<file path="src/sxi_pkg.sv">
package sxi_pkg;

    // register byte offsets
    localparam logic [7:0] CORE_CTRL_OFFSET  = 8'h00;
    localparam logic [7:0] IRQ_MASK_OFFSET   = 8'h04;
    localparam logic [7:0] FLAGS_OFFSET      = 8'h08;
    localparam logic [7:0] CPU_CTRL_OFFSET   = 8'h0c;
    localparam logic [7:0] STATE_OFFSET      = 8'h10;
    localparam logic [7:0] EVT_STATUS_OFFSET = 8'h14;
    localparam logic [7:0] EVT_CLEAR_OFFSET  = 8'h18;
    localparam logic [7:0] EVT_ENABLE_OFFSET = 8'h1c;

    // core control register fields
    localparam int SENSE_LO_BIT   = 0;
    localparam int SENSE_HI_BIT   = 1;
    localparam int SLEEP_MODE_BIT = 4;
    localparam int SLEEP_EN_BIT   = 5;
    localparam logic [7:0] CORE_CTRL_WMASK = 8'h33;
    localparam logic [7:0] CORE_CTRL_RESET = 8'h00;

    // general irq mask, status flags and cpu control fields
    localparam int EXT_IRQ_MASK_BIT = 6;
    localparam int GLOBAL_IE_BIT    = 7;
    localparam int WDT_EN_BIT       = 0;
    localparam logic [7:0] IRQ_MASK_RESET = 8'h00;
    localparam logic [7:0] FLAGS_RESET    = 8'h00;
    localparam logic [7:0] CPU_CTRL_RESET = 8'h00;

    // event status bits
    localparam int EVT_EXT_IRQ = 0;
    localparam int EVT_SLEPT   = 1;
    localparam int EVT_WOKE    = 2;
    localparam int EVT_RESET   = 3;
    localparam logic [3:0] EVT_RESET_VAL = 4'h0;

    // reset delay time-out: 16K watchdog oscillator cycles
    localparam int RESET_DELAY_WDT_CYCLES = 16384;

    localparam logic [1:0] AXI_OKAY   = 2'b00;
    localparam logic [1:0] AXI_DECERR = 2'b11;

    typedef enum logic [1:0] {
        SENSE_LOW     = 2'b00,
        SENSE_RESERVE = 2'b01,
        SENSE_FALL    = 2'b10,
        SENSE_RISE    = 2'b11
    } sxi_sense_type;

    typedef enum logic [1:0] {
        PWR_ACTIVE = 2'b00,
        PWR_IDLE   = 2'b01,
        PWR_DOWN   = 2'b10,
        PWR_DELAY  = 2'b11
    } sxi_pwr_type;

    typedef struct packed {
        logic        awvalid;
        logic [7:0]  awaddr;
        logic        wvalid;
        logic [31:0] wdata;
        logic [3:0]  wstrb;
        logic        bready;
        logic        arvalid;
        logic [7:0]  araddr;
        logic        rready;
    } sxi_axi_req_type;

    typedef struct packed {
        logic        awready;
        logic        wready;
        logic        bvalid;
        logic [1:0]  bresp;
        logic        arready;
        logic        rvalid;
        logic [31:0] rdata;
        logic [1:0]  rresp;
    } sxi_axi_rsp_type;

endpackage : sxi_pkg

</file>
<file path="src/sleep_and_ext_irq_sense.sv">
// The AXI4-Lite interface to the registers and the address map were decided locally.
`timescale 1ns/1ns
`default_nettype none

// Function
// - mode bit: zero idle, one power-down
// - reserved bits three, two read zero
// - pin irq needs global and mask
// - sense: low, reserved, falling, rising
// - sample pin first; wider pulses caught
// - low level keeps request asserted
// - sleep only with enable bit set
// - irq wakes, routine, resume after sleep
// - sleep leaves registers unchanged
// - reset during sleep restarts at vector
// - idle halts cpu only, all wake
// - idle wake resumes with no delay
// - power-down stops oscillator, irq/watchdog run
// - power-down woken by reset, watchdog, level
// - level wake needs low past time-out
// - time-out is 16K watchdog cycles
// - enable bit at position five
module sleep_and_ext_irq_sense
    import sxi_pkg::*;
#(
    parameter int RESET_DELAY_CYCLES = RESET_DELAY_WDT_CYCLES
) (
    input  wire logic              mclk,
    input  wire logic              reset_n,
    input  wire sxi_axi_req_type   axiReq,
    output sxi_axi_rsp_type        axiRsp,
    input  wire logic              extIrqPin,
    input  wire logic              sleepInstr,
    input  wire logic              instrDone,
    input  wire logic              irqAck,
    input  wire logic              wdtOscTick,
    input  wire logic              extResetReq,
    input  wire logic              wdtResetReq,
    input  wire logic              timerIrq,
    output logic                   extIrqReq,
    output logic                   cpuHalt,
    output logic                   oscStop,
    output logic                   resetVectorStart,
    output logic                   irqOut
);

    typedef struct packed {
        logic [7:0]      coreCtrl;
        logic [7:0]      irqMask;
        logic [7:0]      flags;
        logic [7:0]      cpuCtrl;
        logic [3:0]      evtStatus;
        logic [3:0]      evtEnable;
        logic            pinSync1;
        logic            pinSync2;
        logic            pinPrev;
        logic            edgePend;
        sxi_pwr_type     pwr;
        logic [15:0]     delayCnt;
        logic            vectorStart;
        logic            awTaken;
        logic [7:0]      awAddr;
        logic            wTaken;
        logic [31:0]     wData;
        logic [3:0]      wStrb;
        logic            bValid;
        logic [1:0]      bResp;
        logic            rValid;
        logic [31:0]     rData;
        logic [1:0]      rResp;
    } sxi_state_type;

    sxi_state_type state_reg;
    sxi_state_type state_next;

    function automatic logic addrKnown(input logic [7:0] a);
        addrKnown = (a == CORE_CTRL_OFFSET) || (a == IRQ_MASK_OFFSET)
                 || (a == FLAGS_OFFSET) || (a == CPU_CTRL_OFFSET)
                 || (a == STATE_OFFSET) || (a == EVT_STATUS_OFFSET)
                 || (a == EVT_CLEAR_OFFSET) || (a == EVT_ENABLE_OFFSET);
    endfunction : addrKnown

    function automatic logic [7:0] byteMerge(input logic [7:0] old,
                                             input logic [7:0] wd,
                                             input logic       en,
                                             input logic [7:0] wmask);
        byteMerge = en ? ((old & ~wmask) | (wd & wmask)) : old;
    endfunction : byteMerge

    sxi_sense_type sense;
    logic          irqEnabled;
    logic          levelActive;
    logic          edgeSeen;
    logic          wrFire;
    logic          rdFire;
    logic [3:0]    evtSet;
    logic [3:0]    evtClr;
    logic          wakeIrq;
    logic          anyReset;

    assign sense      = sxi_sense_type'({state_reg.coreCtrl[SENSE_HI_BIT],
                                         state_reg.coreCtrl[SENSE_LO_BIT]});
    assign irqEnabled = state_reg.flags[GLOBAL_IE_BIT]
                        && state_reg.irqMask[EXT_IRQ_MASK_BIT];
    assign levelActive = (sense == SENSE_LOW) && !state_reg.pinSync2;
    assign anyReset   = extResetReq || (wdtResetReq && state_reg.cpuCtrl[WDT_EN_BIT]);

    always_comb begin
        edgeSeen = 1'b0;
        unique case (sense)
            SENSE_FALL:    edgeSeen = state_reg.pinPrev && !state_reg.pinSync2;
            SENSE_RISE:    edgeSeen = !state_reg.pinPrev && state_reg.pinSync2;
            SENSE_LOW:     edgeSeen = 1'b0;
            SENSE_RESERVE: edgeSeen = 1'b0;
        endcase
    end

    always_comb begin
        state_next = state_reg;
        evtSet     = 4'h0;
        evtClr     = 4'h0;
        wakeIrq    = 1'b0;

        // pin synchroniser, first stage read only by second
        state_next.pinSync1 = extIrqPin;
        state_next.pinSync2 = state_reg.pinSync1;
        state_next.pinPrev  = state_reg.pinSync2;

        // edge latch cleared by vector fetch; set wins
        if (irqAck) begin
            state_next.edgePend = 1'b0;
        end
        if (edgeSeen) begin
            state_next.edgePend = 1'b1;
        end
        if (edgeSeen || levelActive) begin
            evtSet[EVT_EXT_IRQ] = 1'b1;
        end

        state_next.vectorStart = 1'b0;
        unique case (state_reg.pwr)
            PWR_ACTIVE: begin
                if (sleepInstr && state_reg.coreCtrl[SLEEP_EN_BIT]) begin
                    state_next.pwr = state_reg.coreCtrl[SLEEP_MODE_BIT]
                                     ? PWR_DOWN : PWR_IDLE;
                    evtSet[EVT_SLEPT] = 1'b1;
                end
            end
            PWR_IDLE: begin
                // any enabled irq wakes at once, cpu resumes next cycle
                wakeIrq = (irqEnabled && (state_reg.edgePend || levelActive))
                          || timerIrq;
                if (wakeIrq) begin
                    state_next.pwr = PWR_ACTIVE;
                    evtSet[EVT_WOKE] = 1'b1;
                end
            end
            PWR_DOWN: begin
                // edges ignored; only a held low level starts the delay
                if (irqEnabled && levelActive) begin
                    state_next.pwr      = PWR_DELAY;
                    state_next.delayCnt = 16'h0000;
                end
            end
            PWR_DELAY: begin
                if (!(irqEnabled && levelActive)) begin
                    state_next.pwr = PWR_DOWN;
                end else if (wdtOscTick) begin
                    if (32'(state_reg.delayCnt) >= RESET_DELAY_CYCLES - 1) begin
                        state_next.pwr   = PWR_ACTIVE;
                        evtSet[EVT_WOKE] = 1'b1;
                    end else begin
                        state_next.delayCnt = state_reg.delayCnt + 16'h0001;
                    end
                end
            end
        endcase

        if (anyReset) begin
            state_next.pwr         = PWR_ACTIVE;
            state_next.vectorStart = 1'b1;
            evtSet[EVT_RESET]      = 1'b1;
        end

        // axi write channel
        if (axiReq.awvalid && !state_reg.awTaken && !state_reg.bValid) begin
            state_next.awTaken = 1'b1;
            state_next.awAddr  = axiReq.awaddr;
        end
        if (axiReq.wvalid && !state_reg.wTaken && !state_reg.bValid) begin
            state_next.wTaken = 1'b1;
            state_next.wData  = axiReq.wdata;
            state_next.wStrb  = axiReq.wstrb;
        end
        if (wrFire) begin
            state_next.awTaken = 1'b0;
            state_next.wTaken  = 1'b0;
            state_next.bValid  = 1'b1;
            state_next.bResp   = addrKnown(state_reg.awAddr) ? AXI_OKAY : AXI_DECERR;
            if (state_reg.wStrb[0]) begin
                unique case (state_reg.awAddr)
                    CORE_CTRL_OFFSET: state_next.coreCtrl = byteMerge(state_reg.coreCtrl,
                                          state_reg.wData[7:0], 1'b1,
                                          CORE_CTRL_WMASK);
                    IRQ_MASK_OFFSET:  state_next.irqMask = state_reg.wData[7:0];
                    FLAGS_OFFSET:     state_next.flags = state_reg.wData[7:0];
                    CPU_CTRL_OFFSET:  state_next.cpuCtrl = state_reg.wData[7:0];
                    EVT_CLEAR_OFFSET: evtClr = state_reg.wData[3:0];
                    EVT_ENABLE_OFFSET: state_next.evtEnable = state_reg.wData[3:0];
                    default: ;
                endcase
            end
        end
        if (state_reg.bValid && axiReq.bready) begin
            state_next.bValid = 1'b0;
        end

        // axi read channel
        if (rdFire) begin
            state_next.rValid = 1'b1;
            state_next.rResp  = addrKnown(axiReq.araddr) ? AXI_OKAY : AXI_DECERR;
            state_next.rData  = 32'h0;
            unique case (axiReq.araddr)
                CORE_CTRL_OFFSET:  state_next.rData[7:0] = state_reg.coreCtrl
                                                         & CORE_CTRL_WMASK;
                IRQ_MASK_OFFSET:   state_next.rData[7:0] = state_reg.irqMask;
                FLAGS_OFFSET:      state_next.rData[7:0] = state_reg.flags;
                CPU_CTRL_OFFSET:   state_next.rData[7:0] = state_reg.cpuCtrl;
                STATE_OFFSET:      state_next.rData[7:0] = {5'h00, state_reg.pinSync2,
                                                            state_reg.pwr};
                EVT_STATUS_OFFSET: state_next.rData[3:0] = state_reg.evtStatus;
                EVT_ENABLE_OFFSET: state_next.rData[3:0] = state_reg.evtEnable;
                default: ;
            endcase
        end
        if (state_reg.rValid && axiReq.rready) begin
            state_next.rValid = 1'b0;
        end

        // sticky status: set beats clear
        state_next.evtStatus = (state_reg.evtStatus & ~evtClr) | evtSet;

        if (!reset_n) begin
            state_next = '0;
            state_next.coreCtrl  = CORE_CTRL_RESET;
            state_next.irqMask   = IRQ_MASK_RESET;
            state_next.flags     = FLAGS_RESET;
            state_next.cpuCtrl   = CPU_CTRL_RESET;
            state_next.evtStatus = EVT_RESET_VAL;
            state_next.evtEnable = EVT_RESET_VAL;
            state_next.pinSync1  = 1'b1;
            state_next.pinSync2  = 1'b1;
            state_next.pinPrev   = 1'b1;
            state_next.pwr       = PWR_ACTIVE;
        end
    end

    assign wrFire = state_reg.awTaken && state_reg.wTaken && !state_reg.bValid;
    assign rdFire = axiReq.arvalid && !state_reg.rValid;

    always_ff @(posedge mclk) begin
        state_reg <= state_next;
    end

    always_comb begin
        axiRsp         = '0;
        axiRsp.awready = !state_reg.awTaken && !state_reg.bValid;
        axiRsp.wready  = !state_reg.wTaken && !state_reg.bValid;
        axiRsp.bvalid  = state_reg.bValid;
        axiRsp.bresp   = state_reg.bResp;
        axiRsp.arready = !state_reg.rValid;
        axiRsp.rvalid  = state_reg.rValid;
        axiRsp.rdata   = state_reg.rData;
        axiRsp.rresp   = state_reg.rResp;
    end

    assign extIrqReq        = irqEnabled && (state_reg.edgePend || levelActive);
    assign cpuHalt          = (state_reg.pwr != PWR_ACTIVE);
    assign oscStop          = (state_reg.pwr == PWR_DOWN)
                              || (state_reg.pwr == PWR_DELAY);
    assign resetVectorStart = state_reg.vectorStart;
    assign irqOut           = |(state_reg.evtStatus & state_reg.evtEnable);

endmodule : sleep_and_ext_irq_sense

`default_nettype wire

</file>
<file path="config.mk">
export PLATFORM = sky130hd
export DESIGN_NAME = sleep_and_ext_irq_sense
export DESIGN_NICKNAME = d
export VERILOG_FILES = /design/src/sxi_pkg.sv /design/src/sleep_and_ext_irq_sense.sv
export SDC_FILE = /design/constraint.sdc
export NUM_CORES = 1
export LEC_CHECK = 0
export BUFFER_PORTS_ARGS = -buffer_cell sky130_fd_sc_hd__buf_2
export CORE_AREA = 2 2 94 96
export DETAILED_ROUTE_END_ITERATION = 12
export DIE_AREA = 0 0 96 98
export PLACE_DENSITY = 0.85
export SETUP_SLACK_MARGIN = 0.3
export SYNTH_ARGS = -nofsm -noshare
export SYNTH_HDL_FRONTEND = slang
export SYNTH_SLANG_ARGS = --single-unit
</file>
<file path="constraint.sdc">
create_clock -name mclk -period 2.75 [get_ports mclk]
set_input_delay 0.6875 -clock mclk [delete_from_list [all_inputs] [get_ports mclk]]
set_output_delay 0.6875 -clock mclk [all_outputs]
set_load 0.005 [all_outputs]
</file>
==> Word-level counts from Yosys, hierarchy flattened <==
Cells that the tools add are included.
W data, S select, Z words.
{ "op_classes": {"n_addsub": 1, "order_cmp": 1, "eq_ne": 28, "n_mux": 30, "bitwise": 6, "reduce_logical": 64} }
{ "ops": {"columns": ["cell", "n"], "rows": [
  ["$eq A8 B5 Y1 const B", 8],
  ["$mux W18", 2],
  ["$eq A8 B4 Y1 const B", 4],
  ["$mux W16", 2],
  ["$pmux W16 S2", 1],
  ["$pmux W4 S7", 1],
  ["$logic_and A1 B1 Y1", 19],
  ["$logic_or A1 B1 Y1", 19],
  ["$add A16 B1 Y16 const B", 1],
  ["$eq A8 B3 Y1 const B", 2],
  ["$ge A16 B14 Y1 const B", 1],
  ["$logic_not A8 Y1", 2],
  ["$pmux W4 S4", 1],
  ["$reduce_and A3 Y1", 5],
  ["$mux W2", 7],
  ["$mux W4", 3],
  ["$ne A2 B2 Y1 const B", 6],
  ["$mux W1", 10],
  ["$reduce_and A5 Y1", 2],
  ["$reduce_or A2 Y1", 5],
  ["$and A4 B4 Y4", 2],
  ["$eq A2 B2 Y1 const B", 4],
  ["$or A8 B6 Y8", 1],
  ["$pmux W2 S4", 1],
  ["other kinds (11)", 21]
]} }
{ "totals": {"ff_bits": 96, "inputBits": 67, "out_inout_bits": 46, "wordCells": 153} }

==> Longest topological paths before layout <==
Gate-level depths: netlist of run 1.
{ "depth": {"ltp_word": 9, "mapped_depth": 7, "mapped_depth_nobuf": 6} }

==> Worst setup path after synthesis of run 1 <==
No wires, ideal clock.
{ "synth_timing": {"kind": "input -> register", "start": "input port wdtOscTick", "end": "register state_reg[92] (netlist bit)", "arrival_ns": 2.099, "required_ns": 2.677, "slack_ns": 0.578, "cell_stages": 5, "path_buffers": 0, "path_cell_list": "or3b_1 a211oi_4 nand4_4 or4_4 o211ai_2"} }
{ "synth_via": {"elab_chain_cells": 2} }
{ "synth_lines": {"columns": ["item", "line", "source"], "rows": [
  ["start, declared", "sleep_and_ext_irq_sense.sv:36", "input wire logic wdtOscTick,"],
  ["$ne A2 B2 Y1 (no source line)", null, null],
  ["$reduce_and A5 Y1 (no source line)", null, null],
  ["end signal, assigned", "sleep_and_ext_irq_sense.sv:262", "state_reg <= state_next;"],
  ["end, declared", "sleep_and_ext_irq_sense.sv:73", "sxi_state_type state_reg;"]
]} }
Every way passes these cells.
A chain may end at the register's enable or synchronous reset.

==> Worst setup path after layout of run 1 <==
{ "layout_timing": {"start": "register state_reg, in the netlist sense[1]", "end": "output port extIrqReq"} }
{ "layout_via": {"elab_chain_cells": 4} }
{ "layout_lines": {"columns": ["item", "line", "source"], "rows": [
  ["$logic_not A2 Y1", "sleep_and_ext_irq_sense.sv:105", "assign levelActive = (sense == SENSE_LOW) && !state_reg.pinSync2;"],
  ["$logic_and A1 B1 Y1", "sleep_and_ext_irq_sense.sv:105", null],
  ["$logic_or A1 B1 Y1", "sleep_and_ext_irq_sense.sv:277", "assign extIrqReq = irqEnabled && (state_reg.edgePend || levelActive);"],
  ["$logic_and A1 B1 Y1", "sleep_and_ext_irq_sense.sv:277", null],
  ["end, declared", "sleep_and_ext_irq_sense.sv:40", "output logic extIrqReq,"]
]} }
Every way passes these cells.

==> results of run 1 <==
## cell families (layout without fill, tap and decap cells)
family                   after synthesis  count (layout)  synth area share
multiplexers                          24              24            0.0687
other                                  1              24          0.000872
adder cells (fa/ha/maj)                1               1           0.00291
XOR/XNOR                               8               8            0.0163
AO/OA/AOI/OAI                        101             101             0.160
buffers and inverters                 75              92             0.101
AND/OR/NAND/NOR                      187             187             0.231
flip-flops                            90              90             0.419
## cells in the final DEF (no fill, tap or decap), types with 8 or more instances in the layout
master,count
a22oi_1,9
conb_1,24
inv_1,11
buf_2,60
mux2i_1,16
nand3_1,34
clkbuf_8,10
nor2_1,22
nor2b_1,22
nand2_1,57
dfxtp_1,90
o21ai_1,8
a21boi_0,23
o21ai_0,27
## layout make-up
cell class,instances,area share
Multi-Input combinational cell,345,0.463
Timing Repair Buffer,65,0.0751
Clock buffer,11,0.0303
Inverter,11,0.00885
Tap cell,108,0.0290
Clock inverter,5,0.00805
Sequential cell,90,0.386
## timing repair
action	in CTS	in global routing
endpoints found under the hold margin	0	0
endpoints found under the setup margin	0	1
gates resized for setup	0	1
## critical path: cells and delay by family (launching register included)
family | cells | cell delay [ns]
buffers and inverters | 1 | 0.14
DFF | 1 | 0.37
and+or+nand+nor | 1 | 0.52
AOI/OAI and AO/OA | 1 | 0.24
## routing by layer
metal / wire [µm] / up-vias / part of all wire / global-route usage
li1: - / 1722 / - / -
met1: 3890 / 1604 / 0.43 / 0.258
met2: 4480 / 97 / 0.50 / 0.329
met3: 431 / 11 / 0.048 / 0.0370
met4: 143 / 0 / 0.016 / 0.0736
met5: 0 / - / 0 / 0
## report_power, final
part | internal, W | leakage [nW] | switching [W]
clock network | 0.000358 | 0.0863 | 0.000471
logic | 0.0000718 | 0.936 | 0.000102
registers | 0.00133 | 0.730 | 0.0000261
## stage by stage
step                      hold WS (ns)  worst slack, ns  total power (W)
after floorplan                  0.386            0.578          0.00152
after global placement           0.399            0.410          0.00155
after detailed placement         0.403            0.367          0.00156
after CTS                        0.423            0.334          0.00238
after global routing             0.435            0.358          0.00247
final                            0.425            0.427          0.00236
## path summary, 6_finish.rpt
path | start | endpoint | slack, ns | cells after the start
worst min register to register | state_reg[106]$_SDFF_PN1_ | state_reg[105]$_SDFF_PN1_ | 0.43 | 1
worst max register to register | state_reg[75]$_SDFFE_PN0P_ | state_reg[129]$_SDFFE_PN0P_ | 0.64 | 5
worst max-delay path | sense[1]$_SDFFE_PN0P_ | extIrqReq | 0.43 | 3
worst min-delay path | state_reg[106]$_SDFF_PN1_ | state_reg[105]$_SDFF_PN1_ | 0.43 | 1
==> metrics.txt, run 1 <==
status=finished, final reports clean; CP Capture Type=output pin; DRC viols=0; CTS max path bufs=2; GPL Wtd Cong=0.862; Overflow after GRT=0; I/O Pins=113; routed len/inst=14.1 µm; Via Count=3,434; count of cell types in the netlist=64; post-synth top area share=0.419; largest net degree at the start of global routing=50; Fin Setup TNS=0 ns; RSZ-0062 raised after global routing=false; placed inst area=0.00448 mm²; hold crit path type=flop to flop; Cell Rows=34; height of the die=98 µm; Yosys warnings=0; Detail Placement HPWL=6640 µm; H-tree lvl count=3; Final #Nets=590; Top FF cell, synth=dfxtp_1; Finished Layout Cells=approximately 640; count of pins over their slew limit=0; register area=0.00180 mm²; Power Density=505 mW/mm²; Final Hold Vio Count=0; WS Path Type=flop to output pin; # Post-CTS Setup Buffers=0; port bufs=60; fillers=roughly 750; Post-synth EDFFs=0; WP data arrival=1.64 ns; Max Cap Violations=0; clk_lat worst skew=0.36 ns; Placeable Area=0.00847 mm²; Die Span X=roughly 96 µm; most common cell in the synthesized netlist=dfxtp_1; Synth top cells by count=dfxtp_1 (90), nand2_1 (57), buf_4 (38); max reg flops=75; Seq/Total Area, Yosys=0.419; Final ANT Viol Nets=0; fraction of layout instances using a drive strength above 1=0.195; DP Cell Count=619; Cell Area, Synth=0.00430 mm²; Critical Path Start Type=flop; Starting Density=0.508; clk root buf=clkbuf_8; area occupied by multi-input gates=0.00216 mm²; Peak supply drop=0.270 mV; CTS tree=built; clk slew on worst S/H paths=0.09 ns; clk sink count=90; Synth area leader=dfxtp_1; WL final=a little under 9000 µm; critical path required time=a little over 2 ns; Worst Clk Skew=0.0102 ns; GRT Total Usage=0.200; post-route minimum period=roughly 2.3 ns; period utilization=0.845; Area Growth Syn to Fin=8.53%; iteration-0 DRC count of the detailed router=285; Syn Inst Count=approximately 490; DRT Pass-1 Iters=4; maximum achievable frequency=431 MHz; Ant. Diodes=0; Syn Area/Cell=around 8.8 µm²; worst-margin pin slew=0.753 ns; Slowest cell on crit path=or3_1; synth top area cells=dfxtp_1 (42%), buf_4 (6.6%), nand2_1 (5.0%); vias per inst=5.41; vias in the first global route=3,120; crit-path cells=or3_1 > a21oi_2 > buf_2; flops & latches, synth=90; total die area=approximately 0.0094 mm²; LEAKAGE=between 1.5 and 2 nW; fraction of registers with async set/reset=0; slew margin rel.=0.494; crit path max fanout=7; Final setup violation count=0; CTS Buf Count=9; Final Util=0.551; maximum cell stage delay along the critical path=between 0.5 and 0.6 ns; hold buffers post-CTS=0; initial antenna violation count=0; post-route cell area=0.00467 mm²; first-pass GRT wire length=14,900 µm
(Power assumes the default switching activity.)
==> run 2, diff against run 1 <==
Settings changed: ABC_AREA set to 1, CORE_AREA 2 2 94 96 to 2 2 96 98, DIE_AREA 0 0 96 98 to 0 0 98 100.
Clock period 2.75 ns to 2.4 ns, I/O delays scaled along.
==> run 2 against run 1 <==
Global-route usage increased by 2.0 points. Die area up 4.2%. Register-to-register slack lost 0.08 ns. Critical endpoint unchanged. Wire length grew 18%. Synthesized cell count rose by 36%.
==> metrics.txt, run 2 <==
crit-path cells=inv_1 > nand3_1 > nor2_2 > inv_1 > nand2_1 > buf_2; GRT Total Usage=0.219; Detail Placement HPWL=7760 µm; Syn Inst Count=663; most used cell, CP=inv_1; clk_lat worst skew=between 0.3 and 0.4 ns; most common cell after layout, fill and taps aside=nand2_1; max reg flops=75; status=finished, final reports clean; Yosys warnings=0; flops & latches, synth=90; Via Count=4,375; FF-to-FF setup slack=between 0.5 and 0.6 ns; slew margin rel.=0.556; WL final=10,500 µm; Syn Area/Cell=a little under 7 µm²; Power Density=579 mW/mm²; WS Path Type=flop to output pin; Peak supply drop=0.375 mV; maximum achievable frequency=507 MHz; Register-to-Register Path Depth=11; critical path required time=1.80 ns; hold crit path type=flop to flop; clk sink count=90; height of the die=100 µm; worst-margin pin slew=0.664 ns; WP data arrival=1.37 ns; crit path max fanout=6; Fin Setup TNS=0 ns; maximum cell stage delay along the critical path=between 0.3 and 0.4 ns; Worst Hold Path EP=state_reg[105]$_SDFF_PN1_; hold buffers post-CTS=0; total die area=approximately 0.0098 mm²; Final #Nets=772; Seq/Total Area, Yosys=0.399; H-tree lvl count=3; CTS Buf Count=9; CP Capture Type=output pin; fraction of registers with async set/reset=0; I/O Pins=113; post-route minimum period=around 2.0 ns; Cell Rows=35; Synth area leader=dfxtp_1; synth top area cells=dfxtp_1 (40%), nand2_1 (10%), a21oi_1 (7.6%); vias in the first global route=approximately 4k; clk slew on worst S/H paths=0.08 ns; Post-synth EDFFs=0; Critical Path Start Type=flop; fraction of layout instances using a drive strength above 1=0.143; Final setup violation count=0; period utilization=0.822; Final ANT Viol Nets=0; CTS max path bufs=2; Starting Density=0.508; Top FF cell, synth=dfxtp_1; r2r startpoint=state_reg[85]$_SDFFE_PN0P_; Overflow after GRT=0; DRT Pass-1 Iters=5; Finished Layout Cells=~820; routed len/inst=12.9 µm; DP Cell Count=803; LEAKAGE=2.15 nW; Ant. Diodes=0; Placeable Area=approximately 0.009 mm²; Cell Area, Synth=about 0.0045 mm²; first-pass GRT wire length=17,700 µm; dpl ws=0.453 ns; most common cell in the synthesized netlist=nand2_1; reg-to-reg endpoint=state_reg[90]$_SDFFE_PN0P_; Die Span X=98 µm; iteration-0 DRC count of the detailed router=295; most frequent cells in the layout=nand2_1 (123), dfxtp_1 (90), nor2_1 (78); Max Cap Violations=0; initial antenna violation count=0; Area Growth Syn to Fin=8.56%; port bufs=60; clk root buf=clkbuf_8; DRC viols=0; final worst-path setup slack=0.426 ns; RSZ-0062 raised after global routing=false; Worst Clk Skew=0.00953 ns; Slowest cell on crit path=dfxtp_1; count of cell types in the netlist=30; Final Hold Vio Count=0; GPL Wtd Cong=0.847; hold path depth=1; Synth top cells by count=nand2_1 (123), dfxtp_1 (90), nor2_1 (79); Hold Path Origin=state_reg[106]$_SDFF_PN1_; count of pins over their slew limit=0; vias per inst=around 5.3; CTS tree=built; post-synth top area share=0.399; largest net degree at the start of global routing=58
==> run 2: power by group <==
| part | switching (W) | leakage [nW] | internal (W) | total [W] |
|---|---|---|---|---|
| sequential | 0.0000252 | 0.731 | 0.00154 | 0.00156 |
| clock | 0.000548 | 0.0917 | 0.000479 | 0.00103 |
| combinational | 0.000168 | 1.32 | 0.0000805 | 0.000249 |
| total | 0.000741 | 2.15 | 0.00210 | 0.00284 |
==> run 2: cell families (layout without fill, tap and decap cells) <==
| logic type | count (synthesis) | after routing | synth area share |
|---|---|---|---|
| AOI/OAI and AO/OA | 143 | 143 | 0.165 |
| xor gates and xnor gates | 1 | 1 | 0.00194 |
| adders and majority gates | 1 | 1 | 0.00277 |
| buffers and inverters | 132 | 154 | 0.146 |
| DFF | 90 | 90 | 0.399 |
| other | 1 | 24 | 0.000830 |
| and+or+nand+nor | 295 | 295 | 0.285 |
==> run 2: cell type report <==
| class | instances | area [µm²] |
|---|---|---|
| sequential | 90 | 1800 |
| inverter | 73 | 274 |
| clock inverter | 6 | 67.6 |
| timing repair buffer | 66 | 345 |
| multi-input combinational | 464 | 2150 |
| tap | 111 | 139 |
| clock buffer | 9 | 124 |
| fill | 840 | 3990 |
==> run 2: critical path, delay by kind of cell (launching register included) <==
kind          cells  cell delay [ns]
simple gates      3             0.35
buf+inv           3             0.32
flops             1             0.35
==> run 2: worst max path at each step <==
stage / startpoint / end / slack, ns / cells after the start
finish: state_reg[105]$_SDFF_PN1_ / extIrqReq / 0.43 / 6
global route: sense[0]$_SDFFE_PN0P_ / extIrqReq / 0.30 / 6
CTS: sense[1]$_SDFFE_PN0P_ / extIrqReq / 0.33 / 6
detailed placement: axiReq[6] / axiRsp[3]$_SDFFE_PN0P_ / 0.45 / 10
global placement: axiReq[6] / axiRsp[3]$_SDFFE_PN0P_ / 0.50 / 10
floorplan: state_reg[85]$_SDFFE_PN0P_ / state_reg[94]$_SDFFE_PN0P_ / 0.84 / 11
==> run 2: per-stage QoR <==
stage / total power (W) / hold WS, ns / cell area, µm² / util
floorplan: 0.00178 / 0.393 / 4600 / -
global placement: 0.00183 / 0.395 / 4690 / 0.528
detailed placement: 0.00184 / 0.402 / 4690 / 0.528
CTS: 0.00285 / 0.416 / 4880 / 0.549
global route: 0.00296 / 0.424 / 4900 / 0.552
finish: 0.00284 / 0.421 / 4900 / 0.552
==> run 2: routing by layer <==
| metal | up-vias | global-route usage | routed length (µm) |
|---|---|---|---|
| met1 | 2003 | 0.262 | 4530 |
| met2 | 166 | 0.389 | 5190 |
| li1 | 2176 | - | - |
| met4 | 0 | 0.0897 | 225 |
| met3 | 30 | 0.0411 | 594 |
| met5 | - | 0 | 0 |
==> run 2: what timing repair did <==
item / in CTS / in global routing
endpoints found under the setup margin: 0 / 2
endpoints found under the hold margin: 0 / 0
buffers inserted: 0 / 1
resized for setup: 0 / 3
==> run 3, diff against run 2 <==
Settings changed: ABC_AREA 1 to 0, CORE_AREA 2 2 96 98 to 2 2 98 100, DIE_AREA 0 0 98 100 to 0 0 100 102, PLACE_DENSITY 0.85 to 0.82.
Clock period 2.4 ns to 1.65 ns, I/O delays scaled along.
==> run 3 against run 2 <==
The flow now finishes with violations (negative setup slack). Core utilization is 8.5 points higher. Sequential cell count unchanged. Critical path type unchanged. Critical path depth is 1 lower. Clock-buffer cell count up 1. Largest cell class unchanged.
==> metrics.txt, run 3 (same netlist as run 1, synthesis figures left out) <==
maximum achievable frequency=approximately 490 MHz; Worst setup startpoint=sense[1]$_SDFFE_PN0P_; hold crit path type=input pin to flop; most common cell after layout, fill and taps aside=dfxtp_1; Peak supply drop=0.424 mV; clk sink count=90; Final ANT Viol Nets=0; max reg flops=between 70 and 80; status=finished, violations left; Max Cap Violations=0; post-route minimum period=2.02 ns; Critical Path Start Type=flop; Placeable Area=0.00911 mm²; Comb pwr share=0.101; fillers=679; failing checks=negative setup slack; Die Span X=100 µm; WS Path Type=flop to output pin; most used cell, CP=buf_6; Cell Rows=35; Final Util=0.637; final worst-path setup slack=-0.370 ns; slew margin rel.=0.616; DRC viols=0; LEAKAGE=2.24 nW; fraction of layout instances using a drive strength above 1=0.432; largest net degree at the start of global routing=72; first-pass GRT wire length=18,300 µm; Worst Clk Skew=0.0121 ns; vias per inst=5.63; clk_lat worst skew=around 0.37 ns; Bufs and invs on worst path=3; Hold Slack=~0.23 ns; met2 Use GR=0.406; Overflow after GRT=0; maximum cell stage delay along the critical path=0.41 ns; Pint=0.00296 W; most used routing layer=met2; Ant. Diodes=0; clk root buf=clkbuf_8; crit-path cells=or3_4 > buf_6 > buf_6 > a21oi_4 > buf_2; total die area=between 0.01 and 0.015 mm²; Finished Layout Cells=711; H-tree lvl count=3; Final #Nets=approximately 660; Net Switching=0.00108 W; Flop pwr share=0.561; Area Growth Syn to Fin=34.9%; Slowest cell on crit path=or3_4; height of the die=roughly 100 µm; Power Density=696 mW/mm²; CTS tree=built; count of pins over their slew limit=0; Hold Path Origin=extIrqPin; iteration-0 DRC count of the detailed router=331; port bufs=60; GRT Total Usage=0.226; grt met1 use=0.260; Detail Placement HPWL=7370 µm; WL final=around 12,000 µm; vias in the first global route=between 3k and 4k; Final Hold Vio Count=0; RSZ-0062 raised after global routing=true; r2r startpoint=state_reg[86]$_SDFFE_PN0P_; CP Capture Type=output pin; Sw Share=0.268; crit-path leading delay family=simple AND/OR/NAND/NOR gates; worst-margin pin slew=0.574 ns; critical path required time=about 1.2 ns; period utilization=1.22; M3 GR Usage=0.0280; CTS Buf Count=9; most frequent cells in the layout=dfxtp_1 (73), buf_2 (58), nand2_1 (54), buf_4 (54), conb_1 (24); Starting Density=0.472; Clk network pwr share=0.338; Via Count=4,002; CTS max path bufs=2; routed len/inst=16.8 µm; crit path max fanout=2; clk slew on worst S/H paths=0.09 ns; initial antenna violation count=0; GPL Wtd Cong=0.832; DRT Pass-1 Iters=5; I/O Pins=113; Final setup violation count=26; WP data arrival=1.61 ns; DP Cell Count=between 600 and 700
==> run 3: cell count changes in the layout (fill, tap and decap cells not counted), sizes merged, moves of 16 or more <==
cell and delta:
a21oi -63, mux2i +16, nor2b +22, nand3 -25, o21ai -28, buf +72, inv -62, a21boi +23
nor2 -65, nand2 -71
==> run 3: worst reg2reg max path: cells and delay by family (launching register included) <==
| kind | cells | cell delay (ns) |
|---|---|---|
| AOI/OAI and AO/OA | 2 | 0.40 |
| adders and majority gates | 1 | 0.16 |
| DFF | 1 | 0.37 |
| and+or+nand+nor | 3 | 0.93 |
==> run 3: layout make-up <==
| type | count | area, µm² | share of cell area |
|---|---|---|---|
| Clock inverter | 6 | 42.5 | 0.00733 |
| Sequential cell | 90 | 1830 | 0.316 |
| Multi-Input combinational cell | 345 | 2600 | 0.448 |
| Timing Repair Buffer | 138 | 1020 | 0.176 |
| Inverter | 11 | 41.3 | 0.00712 |
| Clock buffer | 10 | 128 | 0.0220 |
| Tap cell | 111 | 139 | 0.0239 |
==> run 3: power groups by stage <==
stage          clock network, W  registers, W  logic (W)
3_5_place_dp                  0       0.00231   0.000340
2_1_floorplan                 0       0.00230   0.000261
3_3_place_gp                  0       0.00231   0.000331
6_report                0.00137       0.00226   0.000408
4_1_cts                 0.00136       0.00226   0.000373
5_1_grt                 0.00146       0.00227   0.000451
==> run 3: through the flow <==
stage / TNS [ns] / power [W] / setup WS, ns / cell area (µm²)
floorplan: -1.39 / 0.00256 / -0.139 / 4570
global placement: -2.79 / 0.00264 / -0.260 / 4970
detailed placement: -3.45 / 0.00265 / -0.305 / 4970
CTS: -1.99 / 0.00400 / -0.344 / 5490
global route: -5.81 / 0.00419 / -0.406 / 5800
finish: -3.15 / 0.00404 / -0.370 / 5800
==> run 3: path summary, 6_finish.rpt <==
path	cells after the start	slack, ns	end
worst max-delay path	5	-0.37	extIrqReq
worst min register to register	1	0.42	state_reg[105]$_SDFF_PN1_
worst min-delay path	2	0.23	state_reg[106]$_SDFF_PN1_
worst max register to register	6	-0.29	state_reg[98]$_SDFFE_PN0P_
==> run 3: repair_timing <==
action | in CTS | in global routing
gates cloned | 1 | 0
endpoints found under the setup margin | 61 | 67
hold buffers | 0 | 0
pin swaps | 25 | 24
gates resized for setup | 67 | 62
buffers inserted | 12 | 9
==> run 3: routing by layer <==
| metal | vias up | wire [µm] | share of wire |
|---|---|---|---|
| met5 | - | 0 | 0 |
| li1 | 1875 | - | - |
| met4 | 0 | 527 | 0.044 |
| met2 | 173 | 6060 | 0.51 |
| met3 | 45 | 590 | 0.049 |
| met1 | 1909 | 4790 | 0.40 |
